### src/core/ccr_pkg.sv
// Constants for the per-channel calibration and setup register bank.
// Assumes a 32-bit classic Wishbone slave port; registers sit in the low 16 bits.
package ccr_pkg;

    // ****************************************************************
    // Register word indices
    // ****************************************************************
    localparam logic [5:0] CCR_IDX_CH0_SETUP    = 6'h09; // Channel 0 setup index
    localparam logic [5:0] CCR_IDX_CH0_GAIN_HI  = 6'h0c; // Channel 0 gain upper
    localparam logic [5:0] CCR_IDX_CH0_GAIN_LO  = 6'h0d; // Channel 0 gain lower
    localparam logic [5:0] CCR_IDX_CH1_SETUP    = 6'h0e; // Channel 1 setup
    localparam logic [5:0] CCR_IDX_CH1_OFS_HI   = 6'h0f; // Channel 1 offset upper
    localparam logic [5:0] CCR_IDX_CH1_OFS_LO   = 6'h10; // Channel 1 offset lower
    localparam logic [5:0] CCR_IDX_CH1_GAIN_HI  = 6'h11; // Channel 1 gain upper
    localparam logic [5:0] CCR_IDX_CH1_GAIN_LO  = 6'h12; // Channel 1 gain lower
    localparam logic [5:0] CCR_IDX_HPF_CTRL     = 6'h20; // Global filter control

    // ****************************************************************
    // Reset values
    // ****************************************************************
    localparam logic [15:0] CCR_RST_GAIN_HI = 16'h8000; // Unity gain
    localparam logic [15:0] CCR_RST_ZERO    = 16'h0000; // All other registers

    // ****************************************************************
    // Field positions
    // ****************************************************************
    localparam int CCR_PHASE_MSB = 15; // Phase delay top bit
    localparam int CCR_PHASE_LSB = 6;  // Phase delay bottom bit
    localparam int CCR_HPF_OFF   = 2;  // Per-channel filter disable
    localparam int CCR_SEL_MSB   = 1;  // Input select top bit
    localparam int CCR_LOBYTE_MSB = 15; // Calibration low byte field
    localparam int CCR_LOBYTE_LSB = 8;
    localparam int CCR_COEF_MSB  = 3;  // Global coefficient field

    // Masks of writable bits
    localparam logic [15:0] CCR_MASK_SETUP = 16'hffc7; // Bits 5:3 reserved
    localparam logic [15:0] CCR_MASK_LO    = 16'hff00; // Low byte reserved
    localparam logic [15:0] CCR_MASK_COEF  = 16'h000f; // Four coefficient bits

    // ****************************************************************
    // Input select codes
    // ****************************************************************
    typedef enum logic [1:0] {
        CCR_SEL_PINS    = 2'h0, // Own differential pins
        CCR_SEL_SHORTED = 2'h1, // Inputs shorted
        CCR_SEL_POS_DC  = 2'h2, // Positive DC test signal
        CCR_SEL_NEG_DC  = 2'h3  // Negative DC test signal
    } ccr_sel_type;

    localparam logic [3:0] CCR_COEF_OFF = 4'h0; // Filter disabled

endpackage

### src/core/ccr_regs.sv
// Calibration and setup register bank for a two-channel converter.
// Assumes a classic Wishbone master on clk_i, 32-bit data, byte addresses.
//
// Local design decision: the Wishbone register port.
`timescale 1ns/1ps
`default_nettype none

// Contract
// - Chan0 gain upper RW, reset 8000h
// - Chan0 gain lower: high byte RW, low zero
// - Phase delay bits 15:6, signed, reset zero
// - Bit 2 disables channel DC block
// - Bits 1:0 choose input, four codes
// - Chan1 offset upper RW, reset zero
// - Chan1 offset lower: high byte RW, low zero
// - Chan1 gain upper RW, reset 8000h
// - Chan1 gain lower: high byte RW, low zero
// - Chan0 setup shares chan1 layout
// - Global 4-bit coefficient, zero disables filter
module ccr_regs (
    input  wire logic        clk_i,                // 20 MHz system clock
    input  wire logic        rst_i,                // Synchronous reset, high
    input  wire logic        wb_cyc_i,             // Bus cycle
    input  wire logic        wb_stb_i,             // Strobe
    input  wire logic        wb_we_i,              // Write enable
    input  wire logic [7:0]  wb_adr_i,             // Byte address
    input  wire logic [3:0]  wb_sel_i,             // Byte lanes
    input  wire logic [31:0] wb_dat_i,             // Write data
    output logic      [31:0] wb_dat_o,             // Read data
    output logic             wb_ack_o,             // Acknowledge
    output logic      [23:0] chan0_gain_o,         // Channel 0 gain word
    output logic      [23:0] chan1_gain_o,         // Channel 1 gain word
    output logic      [23:0] chan1_offset_o,       // Channel 1 offset word
    output logic      [9:0]  chan0_phase_delay_o,  // Channel 0 phase, signed
    output logic      [9:0]  chan1_phase_delay_o,  // Channel 1 phase, signed
    output logic             chan0_hpf_en_o,       // Channel 0 filter active
    output logic             chan1_hpf_en_o,       // Channel 1 filter active
    output logic      [3:0]  global_hpf_coeff_o,   // Global coefficient code
    output logic      [1:0]  chan0_input_select_o, // Channel 0 input code
    output logic      [1:0]  chan1_input_select_o  // Channel 1 input code
);

    // ****************************************************************
    // Register storage
    // ****************************************************************
    logic [15:0] chan0_setup_reg;      // Channel 0 setup
    logic [15:0] chan0_gain_hi_reg;    // Channel 0 gain bits 23:8
    logic [15:0] chan0_gain_lo_reg;    // Channel 0 gain bits 7:0 in 15:8
    logic [15:0] chan1_setup_reg;      // Channel 1 setup
    logic [15:0] chan1_offset_hi_reg;  // Channel 1 offset bits 23:8
    logic [15:0] chan1_offset_lo_reg;  // Channel 1 offset bits 7:0 in 15:8
    logic [15:0] chan1_gain_hi_reg;    // Channel 1 gain bits 23:8
    logic [15:0] chan1_gain_lo_reg;    // Channel 1 gain bits 7:0 in 15:8
    logic [3:0]  global_hpf_coeff_reg; // Global filter coefficient code
    logic        wb_ack_reg;           // Acknowledge flop
    logic [31:0] wb_dat_reg;           // Read data flop

    // ****************************************************************
    // Bus decode
    // ****************************************************************
    logic       req;      // New request, not yet acknowledged
    logic       wr;       // Write taken this cycle
    logic [5:0] idx;      // Word index
    logic       adr_ok;   // Low address bits zero, word-aligned

    // Acking one cycle after the request, then dropping, keeps each access two cycles
    assign req    = wb_cyc_i & wb_stb_i & ~wb_ack_reg;
    // Writes land on the acknowledge edge only
    assign wr     = wb_cyc_i & wb_stb_i & wb_we_i & wb_ack_reg;
    assign idx    = wb_adr_i[7:2];
    assign adr_ok = (wb_adr_i[1:0] == 2'h0);

    // Merge write data into a register under byte lanes and a writable mask
    function automatic logic [15:0] merge(input logic [15:0] old_val,
                                          input logic [15:0] mask);
        logic [15:0] lane;
        lane = {{8{wb_sel_i[1]}}, {8{wb_sel_i[0]}}} & mask;
        merge = (old_val & ~lane) | (wb_dat_i[15:0] & lane);
    endfunction

    // True when this cycle writes the register at the given index
    function automatic logic hit(input logic [5:0] target);
        hit = wr & adr_ok & (idx == target);
    endfunction

    // ****************************************************************
    // Acknowledge
    // ****************************************************************
    // Every request, mapped or not, is acknowledged; unmapped reads give zero
    always_ff @(posedge clk_i) begin
        if (rst_i) begin
            wb_ack_reg <= 1'b0;
        end else begin
            wb_ack_reg <= req;
        end
    end

    // ****************************************************************
    // Gain registers
    // ****************************************************************
    always_ff @(posedge clk_i) begin
        if (rst_i) begin
            chan0_gain_hi_reg <= ccr_pkg::CCR_RST_GAIN_HI;
            chan0_gain_lo_reg <= ccr_pkg::CCR_RST_ZERO;
            chan1_gain_hi_reg <= ccr_pkg::CCR_RST_GAIN_HI;
            chan1_gain_lo_reg <= ccr_pkg::CCR_RST_ZERO;
        end else begin
            if (hit(ccr_pkg::CCR_IDX_CH0_GAIN_HI)) begin
                chan0_gain_hi_reg <= merge(chan0_gain_hi_reg, 16'hffff);
            end
            if (hit(ccr_pkg::CCR_IDX_CH0_GAIN_LO)) begin
                chan0_gain_lo_reg <= merge(chan0_gain_lo_reg, ccr_pkg::CCR_MASK_LO);
            end
            if (hit(ccr_pkg::CCR_IDX_CH1_GAIN_HI)) begin
                chan1_gain_hi_reg <= merge(chan1_gain_hi_reg, 16'hffff);
            end
            if (hit(ccr_pkg::CCR_IDX_CH1_GAIN_LO)) begin
                chan1_gain_lo_reg <= merge(chan1_gain_lo_reg, ccr_pkg::CCR_MASK_LO);
            end
        end
    end

    // ****************************************************************
    // Offset registers
    // ****************************************************************
    always_ff @(posedge clk_i) begin
        if (rst_i) begin
            chan1_offset_hi_reg <= ccr_pkg::CCR_RST_ZERO;
            chan1_offset_lo_reg <= ccr_pkg::CCR_RST_ZERO;
        end else begin
            if (hit(ccr_pkg::CCR_IDX_CH1_OFS_HI)) begin
                chan1_offset_hi_reg <= merge(chan1_offset_hi_reg, 16'hffff);
            end
            if (hit(ccr_pkg::CCR_IDX_CH1_OFS_LO)) begin
                chan1_offset_lo_reg <= merge(chan1_offset_lo_reg, ccr_pkg::CCR_MASK_LO);
            end
        end
    end

    // ****************************************************************
    // Setup registers and global coefficient
    // ****************************************************************
    // Reserved bits 5:3 are masked so they always read as zero
    always_ff @(posedge clk_i) begin
        if (rst_i) begin
            chan0_setup_reg      <= ccr_pkg::CCR_RST_ZERO;
            chan1_setup_reg      <= ccr_pkg::CCR_RST_ZERO;
            global_hpf_coeff_reg <= ccr_pkg::CCR_COEF_OFF;
        end else begin
            if (hit(ccr_pkg::CCR_IDX_CH0_SETUP)) begin
                chan0_setup_reg <= merge(chan0_setup_reg, ccr_pkg::CCR_MASK_SETUP);
            end
            if (hit(ccr_pkg::CCR_IDX_CH1_SETUP)) begin
                chan1_setup_reg <= merge(chan1_setup_reg, ccr_pkg::CCR_MASK_SETUP);
            end
            if (hit(ccr_pkg::CCR_IDX_HPF_CTRL) && wb_sel_i[0]) begin
                global_hpf_coeff_reg <= wb_dat_i[ccr_pkg::CCR_COEF_MSB:0];
            end
        end
    end

    // ****************************************************************
    // Read data
    // ****************************************************************
    // Registered so the data is valid in the same cycle as the acknowledge
    always_ff @(posedge clk_i) begin
        if (rst_i) begin
            wb_dat_reg <= 32'h0000_0000;
        end else if (req && !wb_we_i) begin
            wb_dat_reg <= 32'h0000_0000;
            if (adr_ok) begin
                case (idx)
                    ccr_pkg::CCR_IDX_CH0_SETUP:   wb_dat_reg[15:0] <= chan0_setup_reg;
                    ccr_pkg::CCR_IDX_CH0_GAIN_HI: wb_dat_reg[15:0] <= chan0_gain_hi_reg;
                    ccr_pkg::CCR_IDX_CH0_GAIN_LO: wb_dat_reg[15:0] <= chan0_gain_lo_reg;
                    ccr_pkg::CCR_IDX_CH1_SETUP:   wb_dat_reg[15:0] <= chan1_setup_reg;
                    ccr_pkg::CCR_IDX_CH1_OFS_HI:  wb_dat_reg[15:0] <= chan1_offset_hi_reg;
                    ccr_pkg::CCR_IDX_CH1_OFS_LO:  wb_dat_reg[15:0] <= chan1_offset_lo_reg;
                    ccr_pkg::CCR_IDX_CH1_GAIN_HI: wb_dat_reg[15:0] <= chan1_gain_hi_reg;
                    ccr_pkg::CCR_IDX_CH1_GAIN_LO: wb_dat_reg[15:0] <= chan1_gain_lo_reg;
                    ccr_pkg::CCR_IDX_HPF_CTRL:    wb_dat_reg[3:0]  <= global_hpf_coeff_reg;
                    default:                      wb_dat_reg       <= 32'h0000_0000;
                endcase
            end
        end
    end

    assign wb_ack_o = wb_ack_reg;
    assign wb_dat_o = wb_dat_reg;

    // ****************************************************************
    // Datapath view
    // ****************************************************************
    // Calibration words join the upper register with the lower high byte
    assign chan0_gain_o   = {chan0_gain_hi_reg,
                             chan0_gain_lo_reg[ccr_pkg::CCR_LOBYTE_MSB:ccr_pkg::CCR_LOBYTE_LSB]};
    assign chan1_gain_o   = {chan1_gain_hi_reg,
                             chan1_gain_lo_reg[ccr_pkg::CCR_LOBYTE_MSB:ccr_pkg::CCR_LOBYTE_LSB]};
    assign chan1_offset_o = {chan1_offset_hi_reg,
                             chan1_offset_lo_reg[ccr_pkg::CCR_LOBYTE_MSB:ccr_pkg::CCR_LOBYTE_LSB]};

    assign chan0_phase_delay_o  = chan0_setup_reg[ccr_pkg::CCR_PHASE_MSB:ccr_pkg::CCR_PHASE_LSB];
    assign chan1_phase_delay_o  = chan1_setup_reg[ccr_pkg::CCR_PHASE_MSB:ccr_pkg::CCR_PHASE_LSB];
    assign chan0_input_select_o = chan0_setup_reg[ccr_pkg::CCR_SEL_MSB:0];
    assign chan1_input_select_o = chan1_setup_reg[ccr_pkg::CCR_SEL_MSB:0];
    assign global_hpf_coeff_o   = global_hpf_coeff_reg;

    // Filter runs only when the global code is nonzero and the channel has not opted out
    assign chan0_hpf_en_o = (global_hpf_coeff_reg != ccr_pkg::CCR_COEF_OFF)
                            & ~chan0_setup_reg[ccr_pkg::CCR_HPF_OFF];
    assign chan1_hpf_en_o = (global_hpf_coeff_reg != ccr_pkg::CCR_COEF_OFF)
                            & ~chan1_setup_reg[ccr_pkg::CCR_HPF_OFF];
endmodule

`default_nettype wire

### config.mk
export PLATFORM = sky130hd
export DESIGN_NAME = ccr_regs
export DESIGN_NICKNAME = d
export VERILOG_FILES = /design/src/core/ccr_pkg.sv /design/src/core/ccr_regs.sv
export SDC_FILE = /design/constraint.sdc
export NUM_CORES = 1
export LEC_CHECK = 0
export BUFFER_PORTS_ARGS = -buffer_cell sky130_fd_sc_hd__buf_2
export CAP_MARGIN = 20
export CELL_PAD_IN_SITES_DETAIL_PLACEMENT = 0
export CELL_PAD_IN_SITES_GLOBAL_PLACEMENT = 1
export CORE_AREA = 2 2 121 123
export CTS_BUF_LIST = sky130_fd_sc_hd__clkbuf_2 sky130_fd_sc_hd__clkbuf_4 sky130_fd_sc_hd__clkbuf_8
export DETAILED_ROUTE_END_ITERATION = 10
export DIE_AREA = 0 0 123 125
export MAX_ROUTING_LAYER = met4
export PLACE_DENSITY = 0.89
export RECOVER_POWER = 50
export SYNTH_ARGS = -nofsm -noshare
export SYNTH_HDL_FRONTEND = slang
export SYNTH_SLANG_ARGS = --single-unit
### constraint.sdc
create_clock -name clk_i -period 4.7 [get_ports clk_i]
set_input_delay 0.235 -clock clk_i [delete_from_list [all_inputs] [get_ports clk_i]]
set_output_delay 0.235 -clock clk_i [all_outputs]
set_load 0.005 [all_outputs]
# Yosys cells after proc, flatten, opt, wreduce, memory -nomap -nowiden
# Cells that the tools add are included.
# word_totals
register_bits	165
input_bits	49
wordCells	69
# op_classes
eq_ne	9
mux	3
bitwise	41
n_reduce_logical	5
# ops
op	n
$and 16x16->16	11
$or 16x16->16	8
$pmux 12 s8	1
$not 16->16	3
$pmux 4 s9	1
$eq 6x4->1 const B	5
$eq 6x5->1 const B	3
$and 1x1->1	16
$mux 16	1
$eq 6x6->1 const B	1
$reduce_bool 4->1	1
$not 1->1	3
$logic_and 1x1->1	2
$logic_not 2->1	1
$logic_not 1->1	1

# Depth between registers and ports, before layout
# logic_depth
depth_word	6
ltp_mapped	7
depth_no_buf	4

# Worst setup path after synthesis
# OpenSTA, ideal clock, no wires.
# synth_timing
kind	input -> register
startpoint	input wb_adr_i[7]
endpoint	register (tool-made name)
setup_time_ps	128
arrival_time_ps	1629
setup_slack_ps	2944
path_stages	5
cell_sequence	buf_6 -> or4b_4 -> nor4_4 -> mux2i_1 -> nor2_1
# synth_rtl
element	line_no	rtl
start, declared	ccr_regs.sv:26	input wire logic [7:0] wb_adr_i,

==> results.md <==
- Outcome: complete, but fails checks
- Failing checks: max-capacitance violations, max-slew violations
- Worst slew pin tran: 2.76 ns
- Hold buffers post-CTS: 0
- Worst VDD drop: 0.000149 V
- Worst hold start: wb_stb_i
- Rows: 44
- Top cells by area in the synthesized netlist: dfxtp_1 (41%), mux2i_1 (11%), nand2b_1 (5.8%)
- Final WS setup: 1.90 ns
- Clk pin slew, worst setup/hold paths: 0.07 ns
- Worst-case clock buffer depth: 2
- Routability Congestion: 0.901
- Io pins: 184
- Area Growth Syn to Fin: 15.4%
- Die Wd: 123 µm
- Initial core utilization: 0.410
- M3 GR Usage: 0.0744
- Number of iterations in the first detailed-routing pass: 5
- Multi-input gate area: 2990 µm²
- Setup bufs post-CTS: 0
- Primary FF master, synth: dfxtp_1
- Final wirelength: 17.7 mm
- Clock power share: 0.472
- Most frequent cell after synthesis: dfxtp_1
- Synth top area share: 0.409
- Register cell area after layout: 2380 µm²
- Layer with the highest usage: met2
- Core Footprint: 14200 µm²
- Share of cells above drive strength 1: 0.184
- Met2 Track Usage GR: 0.357
- Global-route wire length before repair: 26.7 mm
- P_leak: 2.58 nW
- Via count: 5143
- Clock Tree Root: clkbuf_8
- Final worst path period share: 0.597
- Max-capacitance violation count: 1
- Layout Nets: 781
- Switching share of power: 0.232
- Number of global-route vias before repair: 4779
- Yosys cell types: 46
- P per Cell Area: 316 nW/µm²
- Initial drt markers: 520
- Critical R2R Launch: wb_ack_o$_SDFF_PP0_
- # clock sinks: 119
- P_int: 1.63 mW
- Critical path's slowest cell: clkbuf_1
- Avg WL per Cell: 19.0 µm
- Switch Pwr: 493 µW
- DRC: 0
- Resize count post-CTS: 0
- H-tree Lvls: 4
- Max incr delay on CP: 2.00 ns
- Fmax: 357 MHz
- Max-slew violations: 75
- Async set or reset register ratio after synthesis: 0
- DPL Wire Length: 12.1 mm
- Total track usage: 0.235
- CP Capture Type: register
- Fill count: 1459
- Hold Path Class: primary input to register
- Clock latency on the worst-skew pair: 0.45 ns
- Placed Cells incl. Taps: 897
- Final setup viols: 0
- Cell family with most CP delay: buffers and inverters
- CTS Buf Count: 17
- Critical Path RT: 5.02 ns
- Critical path buffers and inverters: 2
- Worst setup SP type: primary input
- Layout Cells excl Fill: 930
- M1 GR Usage: 0.291
- Critical path class: primary input to register
- TritonCTS clock tree: yes
- Setup TNS: 0 ns
- Initial antenna violation count: 1
- Cells after Synth: 631
- Port bufs: 149
- Final hold vios: 0
- Largest net degree at the start of global routing: 75
- Unrepaired setup endpoints after global routing: false
- Synth area leader: dfxtp_1
- Critical path, cell by cell: buf_4, clkbuf_1, nand2b_1, mux2i_1
- Min Tclk post-route: 2.80 ns
- Worst Setup SP: rst_i
- Worst EP arrival: 3.12 ns
- Sequential share of the synthesized area: 0.409
- Synth cell count leaders: dfxtp_1 (119), mux2i_1 (66), o21ai_0 (63)
- Slew margin rel.: -0.840
- Reg2Reg Setup Slack: 2.51 ns
- Area of the mapped netlist: 5820 µm²
- Post-synthesis register bit count: 119
- Flop pwr share: 0.475
- Combinational share of power: 0.052
- Vias/cell: 5.53
- Skew final: 0.00687 ns
- Post-route ant nets: 0
- Max FO, Critical Path: 74
- Post-synth EDFFs: 0
- Syn avg cell area: 9.22 µm²
- Die Span Y: 125 µm
- Pre-CTS setup slack: 2.11 ns
- Yosys warnings: 0
- Die ar.: 15400 µm²
- Overall power: 2.12 mW
- Total gr overflow: 0
## area by class of cell
| cell class | count | area share |
|---|---|---|
| Multi-Input combinational cell | 442 | 0.445 |
| Sequential cell | 119 | 0.355 |
| Timing Repair Buffer | 152 | 0.102 |
| Clock buffer | 23 | 0.0453 |
| Tap cell | 184 | 0.0343 |
| Clock inverter | 8 | 0.0179 |
| Antenna cell | 2 | 0.000745 |
## metal layers
layer / vias up / routed length (µm)
met5: - / 0
met4: 0 / 450
met3: 24 / 1630
met2: 242 / 8260
met1: 2458 / 7310
li1: 2419 / -
## metrics by stage
stage / area [µm²] / hold WS (ns) / util
final: 6720 / 0.0370 / 0.473
after floorplan: 5870 / 0.353 / -
after global placement: 6370 / 0.433 / 0.449
after CTS: 6800 / 0.00774 / 0.479
after detailed placement: 6370 / 0.438 / 0.449
after global routing: 6710 / 0.0373 / 0.473
## cells by family after synthesis
kind of cell           Yosys count  share of synthesized area
DFF                            119                      0.409
AOI/OAI and AO/OA              150                      0.152
and+or+nand+nor                202                      0.207
muxes                           74                      0.145
buffers and inverters           85                     0.0860
other                            1                   0.000645
## layout by cell type, fill, tap and decap left out, types with 13 or more instances in the layout
| cell | instances |
|---|---|
| clkbuf_1 | 67 |
| nand2b_1 | 54 |
| nand2_1 | 17 |
| buf_2 | 81 |
| mux2i_1 | 66 |
| conb_1 | 16 |
| nor2_1 | 29 |
| nor2b_1 | 13 |
| a21oi_1 | 44 |
| o2bb2ai_1 | 13 |
| nand3_1 | 47 |
| clkbuf_8 | 21 |
| dfxtp_1 | 119 |
| o21ai_0 | 63 |
## worst paths after layout
check                         endpoint  depth (start not counted)
min                wb_ack_o$_SDFF_PP0_                          3
max                           register                          4
max reg2reg                   register                          4
min reg2reg  wb_dat_o[11]$_SDFFE_PP0P_                          2
## tightest hold or removal path, delay by kind of cell
kind / cells / cell delay [ns]
buffers and inverters: 1 / 0.12
and+or+nand+nor: 2 / 0.09
## power by group through the flow
| stage | combinational, mW | sequential (mW) | clock, mW |
|---|---|---|---|
| 6_report | 0.111 | 1.01 | 1.00 |
| 5_1_grt | 0.119 | 1.01 | 1.06 |
| 4_1_cts | 0.109 | 1.01 | 1.02 |
| 3_5_place_dp | 0.109 | 1.03 | 0 |
| 3_3_place_gp | 0.109 | 1.03 | 0 |
| 2_1_floorplan | 0.0757 | 1.03 | 0 |
No activity file was read; power rests on OpenSTA's default activity.
